[src/rtl/pbs_pkg.sv]
// Package: shared constants and types for playback status link.
// Assumes a 20 MHz core clock on both ends.
package pbs_pkg;
    localparam int CLK_HZ = 20_000_000;
    localparam int LOCK_SAMPLE_HZ = 460;
    localparam int LOCK_SAMPLE_CYC = CLK_HZ / LOCK_SAMPLE_HZ;
    localparam logic [3:0] LOCK_RUN = 4'h8;
    localparam int XTAL_DIV = 128;
    localparam int STAT_BITS = 32;
    localparam logic [5:0] STAT_LAST = 6'h1f;
    // Status word fields
    localparam int ST_JIT_LSB = 0;
    localparam int ST_VEL_LSB = 8;
    localparam int ST_C1_LSB = 16;
    localparam int ST_C2_LSB = 19;
    localparam int ST_FOCUS = 22;
    localparam int ST_GFS = 23;
    localparam int ST_LOCK = 24;
    localparam int ST_WLOCK = 25;
    localparam int ST_PREBOOST = 26;
    // Correction codes
    localparam logic [2:0] C2_FAIL_COPY = 3'h6;
    localparam logic [2:0] C2_FAIL_SET = 3'h7;
    localparam logic [2:0] C2_MAX_FIX = 3'h4;
    // Host register map
    localparam logic [7:0] REG_CTRL = 8'h00;
    localparam logic [7:0] REG_TARGET = 8'h04;
    localparam logic [7:0] REG_STATE = 8'h08;
    localparam logic [7:0] REG_STATWORD = 8'h0c;
    localparam logic [7:0] TARGET_RST = 8'h1f;
    typedef enum logic [1:0] {
        MODE_NARROW,
        MODE_WIDE_LIN,
        MODE_WIDE_ANG
    } pbs_mode_type;
endpackage

[src/rtl/pbs_link_if.sv]
// Interface: command and serial status link between host and device.
// Assumes both ends share CORE_CLK_I.
`timescale 1ns/1ps
`default_nettype none
interface pbs_link_if;
    import pbs_pkg::*;
    pbs_mode_type mode;
    logic spin_run;
    logic low_power_spindle;
    logic spindle_pwm_drive_select;
    logic ext_pwm_select;
    logic freq_loop_disable;
    logic [7:0] spindle_speed_target;
    logic status_load;
    logic status_shift;
    logic serial_status_out;
    modport host (
        output mode, spin_run, low_power_spindle, spindle_pwm_drive_select, ext_pwm_select,
        output freq_loop_disable, spindle_speed_target, status_load, status_shift,
        input serial_status_out
    );
    modport dev (
        input mode, spin_run, low_power_spindle, spindle_pwm_drive_select, ext_pwm_select,
        input freq_loop_disable, spindle_speed_target, status_load, status_shift,
        output serial_status_out
    );
endinterface
`default_nettype wire

[src/rtl/pbs_status_dev.sv]
// Device end: playback status flags, lock detectors, velocity count, spindle drive.
// Assumes all inputs synchronous to CORE_CLK_I; host keeps its own sequencing.
//
// The implementer's own choices: the address map and the APB register port.
`timescale 1ns/1ps
`default_nettype none
// Function
// - Jitter reported as unsigned 8-bit value
// - Frame-sync good when sync meets prediction
// - Lock rises on high, falls after eight lows
// - Wide lock needs eight highs or lows
// - Preboost flag follows disc emphasis
// - C1 result as three-bit code
// - C2 result as three-bit code
// - Wide angular mode: count half-rate speed pulses
// - Reference is crystal divided by 128
// - Wide lock readable on serial status
// - Host starts angular, goes linear on wide lock
// - Host returns angular when lock drops
// - Wide linear low power: no deceleration
// - Host keeps ternary drive in wide modes
// - Angular mode regulates to 8-bit target
// - External PWM: high kick, low brake
// - Angular mode timing follows disc rotation
// - Host disables frequency loop in angular
// - Narrow PLL frequency loop, disable option
// - Channel clock resolves 3T to 11T
// - Three-stage clock chain
// - Narrow mode: conventional, no variable pitch
module pbs_status_dev
    import pbs_pkg::*;
#(
    parameter int SAMPLE_CYC = LOCK_SAMPLE_CYC
) (
    input wire logic CORE_CLK_I,
    input wire logic SYS_RST_I,
    pbs_link_if.dev LINK,
    input wire logic FRAME_SYNC_DET_I,
    input wire logic SYNC_PREDICT_I,
    input wire logic [7:0] JITTER_I,
    input wire logic FOCUS_OK_I,
    input wire logic DISC_DISC_PREBOOST_FLAG_I,
    input wire logic C1_VALID_I,
    input wire logic [1:0] C1_ERRS_I,
    input wire logic C1_PTR_I,
    input wire logic C2_VALID_I,
    input wire logic [2:0] C2_ERRS_I,
    input wire logic C2_FAIL_I,
    input wire logic C2_COPY_C1_I,
    input wire logic CAV_SPEED_CLK_I,
    input wire logic EXT_PWM_I,
    input wire logic SERVO_ACCEL_I,
    input wire logic SERVO_DECEL_I,
    input wire logic [3:0] RUN_LEN_I,
    input wire logic VARI_PITCH_REQ_I,
    output logic LOCK_O,
    output logic WIDE_LOCK_O,
    output logic FRAME_SYNC_GOOD_O,
    output logic PREBOOST_O,
    output logic [7:0] RF_JITTER_O,
    output logic [7:0] VELOCITY_O,
    output logic [2:0] C1_CODE_O,
    output logic [2:0] C2_CODE_O,
    output logic SPIN_ACCEL_O,
    output logic SPIN_DECEL_O,
    output logic FREQ_LOOP_EN_O,
    output logic DISC_CLK_SEL_O,
    output logic VEL_FOLLOW_O,
    output logic RUN_LEN_OK_O,
    output logic VARI_PITCH_O
);
    localparam int TW = $clog2(SAMPLE_CYC + 1);
    localparam int RW = $clog2(XTAL_DIV);
    localparam logic [RW-1:0] REF_HALF_END = RW'(XTAL_DIV / 2 - 1);
    localparam logic [TW-1:0] TICK_END = TW'(SAMPLE_CYC - 1);
    localparam logic [3:0] RUN_MIN = 4'h3;
    localparam logic [3:0] RUN_MAX = 4'hb;

    typedef struct packed {
        logic [TW-1:0] tick_cnt;
        logic [3:0] hi_run;
        logic [3:0] lo_run;
        logic lock;
        logic wlock;
        logic frame_sync_good;
        logic [RW-1:0] ref_cnt;
        logic spd_prev;
        logic spd_half;
        logic [7:0] vel_acc;
        logic [7:0] vel;
        logic [7:0] jit;
        logic focus;
        logic disc_preboost_flag;
        logic [2:0] c1;
        logic [2:0] c2;
        logic [STAT_BITS-1:0] sh;
        logic accel;
        logic decel;
        logic fl_en;
        logic disc_clk;
        logic follow;
        logic rl_ok;
        logic pitch;
    } pbs_dev_state_type;

    pbs_dev_state_type st_ff;
    pbs_dev_state_type nxt_st;
    logic wide;
    logic cav;
    logic ref_high;

    ////////////////////////////////////////////////////////////////////////
    always_comb begin
        nxt_st = st_ff;
        wide = (LINK.mode != MODE_NARROW);
        cav = (LINK.mode == MODE_WIDE_ANG);
        ref_high = (st_ff.ref_cnt <= REF_HALF_END);
        nxt_st.jit = JITTER_I;
        nxt_st.focus = FOCUS_OK_I;
        nxt_st.disc_preboost_flag = DISC_DISC_PREBOOST_FLAG_I;
        // Judged only in the predicted window, so an early sync cannot set it
        if (SYNC_PREDICT_I) begin
            nxt_st.frame_sync_good = FRAME_SYNC_DET_I;
        end else if (FRAME_SYNC_DET_I) begin
            nxt_st.frame_sync_good = 1'b0;
        end
        if (C1_VALID_I) begin
            nxt_st.c1 = {C1_PTR_I | C1_ERRS_I[1], C1_ERRS_I};
        end
        if (C2_VALID_I) begin
            if (C2_FAIL_I) begin
                nxt_st.c2 = C2_COPY_C1_I ? C2_FAIL_COPY : C2_FAIL_SET;
            end else begin
                nxt_st.c2 = (C2_ERRS_I > C2_MAX_FIX) ? C2_MAX_FIX : C2_ERRS_I;
            end
        end
        // Lock sampling
        if (st_ff.tick_cnt == TICK_END) begin
            nxt_st.tick_cnt = '0;
            if (st_ff.frame_sync_good) begin
                nxt_st.lock = 1'b1;
                nxt_st.lo_run = '0;
                if (st_ff.hi_run != LOCK_RUN) begin
                    nxt_st.hi_run = st_ff.hi_run + 4'h1;
                end
                if (st_ff.hi_run == LOCK_RUN - 4'h1) begin
                    nxt_st.wlock = 1'b1;
                end
            end else begin
                nxt_st.hi_run = '0;
                if (st_ff.lo_run != LOCK_RUN) begin
                    nxt_st.lo_run = st_ff.lo_run + 4'h1;
                end
                if (st_ff.lo_run == LOCK_RUN - 4'h1) begin
                    nxt_st.lock = 1'b0;
                    nxt_st.wlock = 1'b0;
                end
            end
        end else begin
            nxt_st.tick_cnt = st_ff.tick_cnt + TW'(1);
        end
        // Velocity measurement window
        nxt_st.ref_cnt = st_ff.ref_cnt + RW'(1);
        nxt_st.spd_prev = CAV_SPEED_CLK_I;
        if (CAV_SPEED_CLK_I && !st_ff.spd_prev) begin
            nxt_st.spd_half = ~st_ff.spd_half;
            // Every second rise, i.e. the half-rate clock; saturates
            if (ref_high && st_ff.spd_half && st_ff.vel_acc != 8'hff) begin
                nxt_st.vel_acc = st_ff.vel_acc + 8'h01;
            end
        end
        if (st_ff.ref_cnt == REF_HALF_END) begin
            if (cav) begin
                nxt_st.vel = nxt_st.vel_acc;
            end
        end else if (!ref_high) begin
            nxt_st.vel_acc = '0;
        end
        // Spindle drive
        nxt_st.accel = 1'b0;
        nxt_st.decel = 1'b0;
        if (LINK.spin_run) begin
            if (cav && LINK.ext_pwm_select) begin
                nxt_st.accel = EXT_PWM_I;
                nxt_st.decel = !EXT_PWM_I;
            end else if (cav) begin
                nxt_st.accel = st_ff.vel < LINK.spindle_speed_target;
                nxt_st.decel = st_ff.vel > LINK.spindle_speed_target;
            end else begin
                nxt_st.accel = SERVO_ACCEL_I;
                nxt_st.decel = SERVO_DECEL_I;
            end
            // Low power in either wide mode masks deceleration; accel still drives
            if (wide && LINK.low_power_spindle) begin
                nxt_st.decel = 1'b0;
            end
        end
        nxt_st.fl_en = (LINK.mode == MODE_NARROW) && !LINK.freq_loop_disable;
        nxt_st.disc_clk = cav;
        nxt_st.follow = wide;
        nxt_st.rl_ok = (RUN_LEN_I >= RUN_MIN) && (RUN_LEN_I <= RUN_MAX);
        nxt_st.pitch = VARI_PITCH_REQ_I && wide;
        // Serial status
        if (LINK.status_load) begin
            nxt_st.sh = '0;
            nxt_st.sh[ST_JIT_LSB +: 8] = st_ff.jit;
            nxt_st.sh[ST_VEL_LSB +: 8] = st_ff.vel;
            nxt_st.sh[ST_C1_LSB +: 3] = st_ff.c1;
            nxt_st.sh[ST_C2_LSB +: 3] = st_ff.c2;
            nxt_st.sh[ST_FOCUS] = st_ff.focus;
            nxt_st.sh[ST_GFS] = st_ff.frame_sync_good;
            nxt_st.sh[ST_LOCK] = st_ff.lock;
            nxt_st.sh[ST_WLOCK] = st_ff.wlock;
            nxt_st.sh[ST_PREBOOST] = st_ff.disc_preboost_flag;
        end else if (LINK.status_shift) begin
            nxt_st.sh = {st_ff.sh[STAT_BITS-2:0], 1'b0};
        end
    end

    ////////////////////////////////////////////////////////////////////////
    always_ff @(posedge CORE_CLK_I) begin
        if (SYS_RST_I) begin
            st_ff <= '0;
        end else begin
            st_ff <= nxt_st;
        end
    end

    ////////////////////////////////////////////////////////////////////////
    assign LINK.serial_status_out = st_ff.sh[STAT_BITS-1];
    assign LOCK_O = st_ff.lock;
    assign WIDE_LOCK_O = st_ff.wlock;
    assign FRAME_SYNC_GOOD_O = st_ff.frame_sync_good;
    assign PREBOOST_O = st_ff.disc_preboost_flag;
    assign RF_JITTER_O = st_ff.jit;
    assign VELOCITY_O = st_ff.vel;
    assign C1_CODE_O = st_ff.c1;
    assign C2_CODE_O = st_ff.c2;
    assign SPIN_ACCEL_O = st_ff.accel;
    assign SPIN_DECEL_O = st_ff.decel;
    assign FREQ_LOOP_EN_O = st_ff.fl_en;
    assign DISC_CLK_SEL_O = st_ff.disc_clk;
    assign VEL_FOLLOW_O = st_ff.follow;
    assign RUN_LEN_OK_O = st_ff.rl_ok;
    assign VARI_PITCH_O = st_ff.pitch;
endmodule
`default_nettype wire

[src/flat_wrapper.sv]
// flat-port wrapper written by rule: the top's interface ports become plain ports
module pbs_status_dev_flat import pbs_pkg::*;
#(
    parameter int SAMPLE_CYC = LOCK_SAMPLE_CYC
)
  (CORE_CLK_I, SYS_RST_I, FRAME_SYNC_DET_I, SYNC_PREDICT_I, JITTER_I, FOCUS_OK_I, DISC_DISC_PREBOOST_FLAG_I, C1_VALID_I, C1_ERRS_I, C1_PTR_I, C2_VALID_I, C2_ERRS_I, C2_FAIL_I, C2_COPY_C1_I, CAV_SPEED_CLK_I, EXT_PWM_I, SERVO_ACCEL_I, SERVO_DECEL_I, RUN_LEN_I, VARI_PITCH_REQ_I, LOCK_O, WIDE_LOCK_O, FRAME_SYNC_GOOD_O, PREBOOST_O, RF_JITTER_O, VELOCITY_O, C1_CODE_O, C2_CODE_O, SPIN_ACCEL_O, SPIN_DECEL_O, FREQ_LOOP_EN_O, DISC_CLK_SEL_O, VEL_FOLLOW_O, RUN_LEN_OK_O, VARI_PITCH_O, LINK_mode, LINK_spin_run, LINK_low_power_spindle, LINK_spindle_pwm_drive_select, LINK_ext_pwm_select, LINK_freq_loop_disable, LINK_spindle_speed_target, LINK_status_load, LINK_status_shift, LINK_serial_status_out);
  pbs_link_if LINK_i ();
  input wire logic CORE_CLK_I;
  input wire logic SYS_RST_I;
  input wire logic FRAME_SYNC_DET_I;
  input wire logic SYNC_PREDICT_I;
  input wire logic [7:0] JITTER_I;
  input wire logic FOCUS_OK_I;
  input wire logic DISC_DISC_PREBOOST_FLAG_I;
  input wire logic C1_VALID_I;
  input wire logic [1:0] C1_ERRS_I;
  input wire logic C1_PTR_I;
  input wire logic C2_VALID_I;
  input wire logic [2:0] C2_ERRS_I;
  input wire logic C2_FAIL_I;
  input wire logic C2_COPY_C1_I;
  input wire logic CAV_SPEED_CLK_I;
  input wire logic EXT_PWM_I;
  input wire logic SERVO_ACCEL_I;
  input wire logic SERVO_DECEL_I;
  input wire logic [3:0] RUN_LEN_I;
  input wire logic VARI_PITCH_REQ_I;
  output logic LOCK_O;
  output logic WIDE_LOCK_O;
  output logic FRAME_SYNC_GOOD_O;
  output logic PREBOOST_O;
  output logic [7:0] RF_JITTER_O;
  output logic [7:0] VELOCITY_O;
  output logic [2:0] C1_CODE_O;
  output logic [2:0] C2_CODE_O;
  output logic SPIN_ACCEL_O;
  output logic SPIN_DECEL_O;
  output logic FREQ_LOOP_EN_O;
  output logic DISC_CLK_SEL_O;
  output logic VEL_FOLLOW_O;
  output logic RUN_LEN_OK_O;
  output logic VARI_PITCH_O;
  input wire logic [$bits(LINK_i.mode)-1:0] LINK_mode;
  input wire logic [$bits(LINK_i.spin_run)-1:0] LINK_spin_run;
  input wire logic [$bits(LINK_i.low_power_spindle)-1:0] LINK_low_power_spindle;
  input wire logic [$bits(LINK_i.spindle_pwm_drive_select)-1:0] LINK_spindle_pwm_drive_select;
  input wire logic [$bits(LINK_i.ext_pwm_select)-1:0] LINK_ext_pwm_select;
  input wire logic [$bits(LINK_i.freq_loop_disable)-1:0] LINK_freq_loop_disable;
  input wire logic [$bits(LINK_i.spindle_speed_target)-1:0] LINK_spindle_speed_target;
  input wire logic [$bits(LINK_i.status_load)-1:0] LINK_status_load;
  input wire logic [$bits(LINK_i.status_shift)-1:0] LINK_status_shift;
  output wire logic [$bits(LINK_i.serial_status_out)-1:0] LINK_serial_status_out;
  assign LINK_i.mode = LINK_mode;
  assign LINK_i.spin_run = LINK_spin_run;
  assign LINK_i.low_power_spindle = LINK_low_power_spindle;
  assign LINK_i.spindle_pwm_drive_select = LINK_spindle_pwm_drive_select;
  assign LINK_i.ext_pwm_select = LINK_ext_pwm_select;
  assign LINK_i.freq_loop_disable = LINK_freq_loop_disable;
  assign LINK_i.spindle_speed_target = LINK_spindle_speed_target;
  assign LINK_i.status_load = LINK_status_load;
  assign LINK_i.status_shift = LINK_status_shift;
  assign LINK_serial_status_out = LINK_i.serial_status_out;
  pbs_status_dev #(.SAMPLE_CYC(SAMPLE_CYC)) u_core (.CORE_CLK_I(CORE_CLK_I), .SYS_RST_I(SYS_RST_I), .LINK(LINK_i), .FRAME_SYNC_DET_I(FRAME_SYNC_DET_I), .SYNC_PREDICT_I(SYNC_PREDICT_I), .JITTER_I(JITTER_I), .FOCUS_OK_I(FOCUS_OK_I), .DISC_DISC_PREBOOST_FLAG_I(DISC_DISC_PREBOOST_FLAG_I), .C1_VALID_I(C1_VALID_I), .C1_ERRS_I(C1_ERRS_I), .C1_PTR_I(C1_PTR_I), .C2_VALID_I(C2_VALID_I), .C2_ERRS_I(C2_ERRS_I), .C2_FAIL_I(C2_FAIL_I), .C2_COPY_C1_I(C2_COPY_C1_I), .CAV_SPEED_CLK_I(CAV_SPEED_CLK_I), .EXT_PWM_I(EXT_PWM_I), .SERVO_ACCEL_I(SERVO_ACCEL_I), .SERVO_DECEL_I(SERVO_DECEL_I), .RUN_LEN_I(RUN_LEN_I), .VARI_PITCH_REQ_I(VARI_PITCH_REQ_I), .LOCK_O(LOCK_O), .WIDE_LOCK_O(WIDE_LOCK_O), .FRAME_SYNC_GOOD_O(FRAME_SYNC_GOOD_O), .PREBOOST_O(PREBOOST_O), .RF_JITTER_O(RF_JITTER_O), .VELOCITY_O(VELOCITY_O), .C1_CODE_O(C1_CODE_O), .C2_CODE_O(C2_CODE_O), .SPIN_ACCEL_O(SPIN_ACCEL_O), .SPIN_DECEL_O(SPIN_DECEL_O), .FREQ_LOOP_EN_O(FREQ_LOOP_EN_O), .DISC_CLK_SEL_O(DISC_CLK_SEL_O), .VEL_FOLLOW_O(VEL_FOLLOW_O), .RUN_LEN_OK_O(RUN_LEN_OK_O), .VARI_PITCH_O(VARI_PITCH_O));
endmodule
[config.mk]
export PLATFORM = sky130hd
export DESIGN_NAME = pbs_status_dev_flat
export DESIGN_NICKNAME = d
export VERILOG_FILES = /design/src/rtl/pbs_pkg.sv /design/src/rtl/pbs_link_if.sv /design/src/rtl/pbs_status_dev.sv /design/src/flat_wrapper.sv
export SDC_FILE = /design/constraint.sdc
export NUM_CORES = 1
export LEC_CHECK = 0
export BUFFER_PORTS_ARGS = -buffer_cell sky130_fd_sc_hd__buf_4
export CAP_MARGIN = 20
export CORE_ASPECT_RATIO = 0.5
export CORE_UTILIZATION = 50
export DETAILED_ROUTE_END_ITERATION = 12
export GPL_ROUTABILITY_DRIVEN = 0
export PLACE_DENSITY_LB_ADDON = 0.2
export SLEW_MARGIN = 20
export SYNTH_ARGS = -nofsm -noshare
export SYNTH_HDL_FRONTEND = slang
export SYNTH_SLANG_ARGS = --single-unit
[constraint.sdc]
create_clock -name CORE_CLK_I -period 1.8 [get_ports CORE_CLK_I]
set_input_delay 0.09 -clock CORE_CLK_I [delete_from_list [all_inputs] [get_ports CORE_CLK_I]]
set_output_delay 0.09 -clock CORE_CLK_I [all_outputs]
set_load 0.02 [all_outputs]
==> flow_summary.yaml, run 1 <==
critical_path:
  cp-start-kind: "flip-flop"
  cp.required_ns: 2.05
  critPathMaxFanout: 6
  arrival_ns: 1.97
  reg2reg_depth: 7
  worstSetupPathType: "flip-flop to flip-flop"
  worstSetupEndpointType: "flip-flop"
logic_synthesis:
  yosysMostFrequentCell: "nor2_1"
  syn_area_um2: 4820
  synth_area_leader_cell: "dfxtp_1"
  seq_area_frac_synth: 0.445
  synth_top_area_share: 0.445
  syn-num-nets: 610
  synthCells: 544
  yosys_warnings: 0
  synth_common_cells: "nor2_1, dfxtp_1, a21oi_1"
  ys.flop_type: "dfxtp_1"
  synth_area_leaders: "dfxtp_1, nor2_1, mux2i_1"
  synth-edff-count: 0
  synth-async-reset-ratio: 0
  ys_seq_elements: 107
  syn-mean-instance-area_um2: 8.86
  synth_cell_types: 49
finish:
  fin_nets: 703
  drive_gt1_frac: 0.210
  stdcell_count: 759
  syn_to_final_growth_pct: 25.8
  n_antenna_cell: 0
clock_network:
  clockRootBuffer: "clkbuf_16"
  clk_latency_ns: 0.35
  post_cts_buffers: 0
  clk_pin_slew_ns: 0.07
  cts_tree: "yes"
  htree_levels: 3
  cts_max_path_buffers: 2
  clock-sinks: 107
  cts_inserted_buffers: 9
global_routing:
  overflow: 0
  grt_pass1_vias: 3462
  grt_pass1_wl_um: 15500
  grtUsageTotal: 0.196
  grt_antenna_before_repair: 0
  grt_max_degree: 60
timing:
  final_hold_viol_count: 0
  fin_crit_ns: 1.72
  worst_slew_pin_slew_ns: 0.536
  finalSetupViolCount: 0
  clock_skew_ns: 0.00605
  fmax_mhz: 583
  fin_crit_sh: 0.954
  maxSlewHeadroom: 0.643
  drv_slew: 0
  tns_ns: 0
  rsz0062_at_grt: "false"
  hold-worst-slack_ns: 0.0214
detailed_routing:
  first_iter_violations: 183
  vias_per_cell: 5.08
  dr.pass1.iters: 4
  ant_nets: 0
  dr_wl_met3_um: 489
  routed.top_layer: "met4"
  routed_wl_um: 9420
  drt-met1-wl_um: 4340
  num_vias: 3852
  wire_per_inst_um: 12.4
  route.met2.wl_um: 4470
  drc: 0
flow_run:
  cap_violations: 0
floorplan:
  core_um2: 9010
  rows: 24
  num_io_pins: 84
  fp.dieH_um: 71.4
  initial_utilization: 0.535
  dieArea_um2: 10100
  die_w_um: 141
placed_design:
  portBuffers: 82
  dp_hpwl_um: 6270
  dp.cells: 718
status:
  outcome: "finished clean"
power_and_ir_drop:
  power.leakage_nw: 2.55
  p_per_area_nw_per_um2: 811
  ir_worst_vdd_mv: 0.511
worst_hold_path:
  hold_depth: 2
  hold_path.class: "input port to flip-flop"
path summary, 6_finish.rpt:
path                                            end             start  slack (ns)
worst min-delay path            u_core.SPIN_ACCEL_O     SERVO_ACCEL_I        0.02
worst max register to register     u_core.st_ff[89]  u_core.st_ff[92]        0.08
worst min register to register     u_core.st_ff[29]  u_core.st_ff[46]        0.49
worst max-delay path               u_core.st_ff[89]  u_core.st_ff[92]        0.08
final cells by class:
cell class	count	area [um2]
fill	760	2950
multi-input combinational	366	2340
sequential	107	2140
tap	117	146
clock buffer	9	225
timing repair buffer	130	1040
inverter	23	86.3
clock inverter	7	77.6
critical path: stages, from the launching register on:
cell      delay (ns)
dfxtp_1         0.31
inv_1           0.05
ha_1            0.12
and4bb_2        0.25
nand4_4         0.14
a41o_2          0.29
or2_1           0.23
o41ai_1         0.23
metal layers:
metal | up-vias | global-route usage
met1 | 1746 | 0.229
met5 | - | 0
met3 | 13 | 0.0668
li1 | 2024 | -
met4 | 0 | 0.0580
met2 | 69 | 0.344
per-stage QoR:
step / setup slack (ns) / area [um2] / utilization / power [mW]
floorplan: 0.0302 / 4820 / - / 2.78
global placement: -0.00236 / 5480 / 0.609 / 2.94
detailed placement: -0.0456 / 5480 / 0.609 / 2.94
CTS: 0.0255 / 6040 / 0.670 / 4.98
global route: 0.0139 / 6060 / 0.673 / 5.13
finish: 0.0834 / 6060 / 0.673 / 4.92
what timing repair did:
| item | in CTS | in global routing |
|---|---|---|
| gates resized for setup | 1 | 6 |
| pin swaps | 0 | 1 |
| hold buffers | 25 | 0 |
| hold endpoints to repair | 22 | 0 |
| setup endpoints to repair | 2 | 8 |
flip-flops by register name, indices dropped and copies added, names as in the netlist, 3 cells and up:
signal              count
u_core.RF_JITTER_O      8
u_core.C1_CODE_O        3
u_core.st_ff           73
u_core.VELOCITY_O       8
u_core.C2_CODE_O        3
cells by family after synthesis:
| group | synth area share |
|---|---|
| AO/OA/AOI/OAI | 0.0977 |
| buffers and inverters | 0.0738 |
| flip-flops | 0.445 |
| XOR/XNOR | 0.0509 |
| adder cells (fa/ha/maj) | 0.0416 |
| multiplexers | 0.0730 |
| AND/OR/NAND/NOR | 0.218 |
power by group:
group          internal [mW]  total [mW]  switching, mW
sequential              2.43        2.47         0.0392
clock                   1.09        1.98          0.893
combinational          0.238       0.466          0.228
total                   3.76        4.92           1.16
layout by cell type, fill, tap and decap left out, types with 2 or more instances in the layout:
master and n:
a211oi_1 17, a21oi_1 35, a31oi_1 2, and2_1 2
and3_1 5, and4_1 2, buf_4 105, clkbuf_16 9
clkinv_4 3, dfxtp_1 107, dlygate4sd3_1 25, ha_1 16
inv_1 23, mux2i_1 34, nand2_1 16, nand2b_1 3
nand3_1 13, nand3b_1 2, nand4_1 11, nor2_1 110
nor2b_1 19, nor3_1 10, nor3b_1 3, nor4_1 2
nor4b_1 2, o211ai_1 4, o21ai_0 4, o41ai_1 2
or3_1 3, xnor2_1 14, xor2_1 14
(Power assumes the default switching activity.)
==> run 2, diff against run 1 <==
--- a/config.mk
+++ b/config.mk
@@ -5,7 +5,7 @@
 export SDC_FILE = /design/constraint.sdc
 export NUM_CORES = 1
 export LEC_CHECK = 0
-export BUFFER_PORTS_ARGS = -buffer_cell sky130_fd_sc_hd__buf_4
+export BUFFER_PORTS_ARGS = -buffer_cell sky130_fd_sc_hd__buf_2
 export CAP_MARGIN = 20
 export CORE_ASPECT_RATIO = 0.5
 export CORE_UTILIZATION = 50
==> run 2 against run 1 <==
Net effect:
- wire length is 0.61% lower
- non-clock buffer count rose by 2
- core utilization down 1.9 points
- clock skew is essentially flat
- sequential power is essentially flat
- sequential share of layout area increased by 1.1 points
- clock power hardly changed
- count of clock-buffer cells in the layout unchanged
- die area unchanged
- global-route usage is essentially flat
- combinational power is 7.9% lower
- largest power group unchanged
==> flow_summary.yaml, run 2 (synthesis gave the netlist of run 1 again) <==
finish:
  drive_gt1_frac: 0.217
  fin_nets: 705
  n_antenna_cell: 0
  nFillCells: 772
  largest_reg_flops: 73
  final_common_cell: "nor2_1"
  post-route-cell-area_um2: 5880
  final_cell_mix: "nor2_1, dfxtp_1, buf_2, a21oi_1, mux2i_1"
  multi_input_area_um2: 2350
  syn_to_final_growth_pct: 22.2
  regMostFlops: "u_core.st_ff"
  seqCellArea_um2: 2140
power_and_ir_drop:
  p_per_area_nw_per_um2: 829
  power.leakage_nw: 2.52
  ir_worst_vdd_mv: 0.477
placed_design:
  dp_slack_ns: -0.0475
  dp_hpwl_um: 6280
  dpl-instance-area_um2: 5320
  portBuffers: 82
floorplan:
  fp.dieH_um: 71.4
  dieArea_um2: 10100
  die_w_um: 141
  initial_utilization: 0.535
  num_io_pins: 84
  core_um2: 9010
  rows: 24
timing:
  worst_slew_pin_slew_ns: 0.598
  fmax_mhz: 596
  final_hold_viol_count: 0
  drv_slew: 0
  layout_setup_ws_ns: 0.122
  fin_crit_sh: 0.932
  rsz0062_at_grt: "false"
  maxSlewHeadroom: 0.601
  clock_skew_ns: 0.00643
  fin_crit_ns: 1.68
  finalSetupViolCount: 0
clock_network:
  htree_levels: 3
  cts_inserted_buffers: 9
  clockRootBuffer: "clkbuf_16"
  post_cts_buffers: 0
  cts_max_path_buffers: 2
  clk_latency_ns: 0.35
  cts_tree: "yes"
  clk_pin_slew_ns: 0.07
  clock-sinks: 107
critical_path:
  cp_slowest_cell: "dfxtp_1"
  crit_chain: "ha_1 > and4bb_2 > nand4_4 > or2_4 > or3_1 > a21oi_2"
  cp.required_ns: 2.09
  reg2reg_from: "u_core.st_ff[91]"
  worstSetupPathType: "flip-flop to flip-flop"
  cpPeakStageDelay_ns: 0.35
  cp-start-kind: "flip-flop"
  worstSetupEndpointType: "flip-flop"
  critPathMaxFanout: 6
  startpoint: "u_core.st_ff[91]"
  arrival_ns: 1.97
detailed_routing:
  ant_nets: 0
  vias_per_cell: 5.09
  num_vias: 3877
  dr.pass1.iters: 4
  wire_per_inst_um: 12.3
  routed_wl_um: 9360
  first_iter_violations: 127
  drc: 0
global_routing:
  grt_max_degree: 59
  grt_antenna_before_repair: 0
  grt_pass1_vias: 3618
  grt_pass1_wl_um: 15700
  grtUsageTotal: 0.196
  overflow: 0
worst_hold_path:
  hold_start: "SERVO_ACCEL_I"
  hold_path.class: "input port to flip-flop"
flow_run:
  cap_violations: 0
status:
  outcome: "finished clean"
[run 2: changes by cell type in the layout (fill, tap and decap cells not counted), sizes merged]
cell,delta
clkinv,-2
buf,+4
dlygate4sd3,-2
clkinvlp,+2
[run 2: final timing paths]
check / endpoint / slack [ns] / cells past startpoint
min: u_core.SPIN_ACCEL_O / 0.02 / 2
min reg2reg: u_core.st_ff[33] / 0.49 / 2
max: u_core.st_ff[83] / 0.12 / 6
max reg2reg: u_core.st_ff[83] / 0.12 / 6
[run 2: critical path: cells and delay by family (launching register included)]
family | cells | cell delay, ns
AND/OR/NAND/NOR | 4 | 1.00
flip-flops | 1 | 0.35
AO/OA/AOI/OAI | 1 | 0.13
adder cells (fa/ha/maj) | 1 | 0.14
[run 2: area by class of cell]
type                       count  share of cell area
clock buffer                   9              0.0383
timing repair buffer         132               0.145
inverter                      23              0.0147
sequential                   107               0.364
tap                          117              0.0249
clock inverter                 7              0.0132
multi-input combinational    366               0.400
[run 2: what timing repair did]
item                                   4_1_cts  5_1_grt
hold buffers                                23        0
resized for setup                            1        6
endpoints found under the hold margin       21        0
setup endpoints to repair                    2        7
cloned                                       0        0
pin swaps                                    0        1
[run 2: per-layer routing]
layer | part of all wire | global-route usage | vias up
met5 | 0 | 0 | -
met4 | 0.015 | 0.0725 | 0
met2 | 0.48 | 0.355 | 68
met3 | 0.038 | 0.0555 | 12
met1 | 0.47 | 0.223 | 1777
li1 | - | - | 2020
[run 2: per-stage QoR]
step                TNS [ns]  hold slack [ns]  power (mW)   util  instances
floorplan                  0            0.162        2.78      -        544
global route               0          0.00604        5.09  0.653        761
finish                     0           0.0162        4.88  0.653        761
detailed placement   -0.0580            0.252        2.91  0.591        722
global placement           0            0.248        2.91  0.591        722
CTS                        0          0.00601        4.94  0.650        761
[run 2: power breakdown]
group / internal, mW / switching (mW) / total [mW]
clock network: 1.09 / 0.893 / 1.98
registers: 2.43 / 0.0368 / 2.47
logic: 0.200 / 0.229 / 0.429
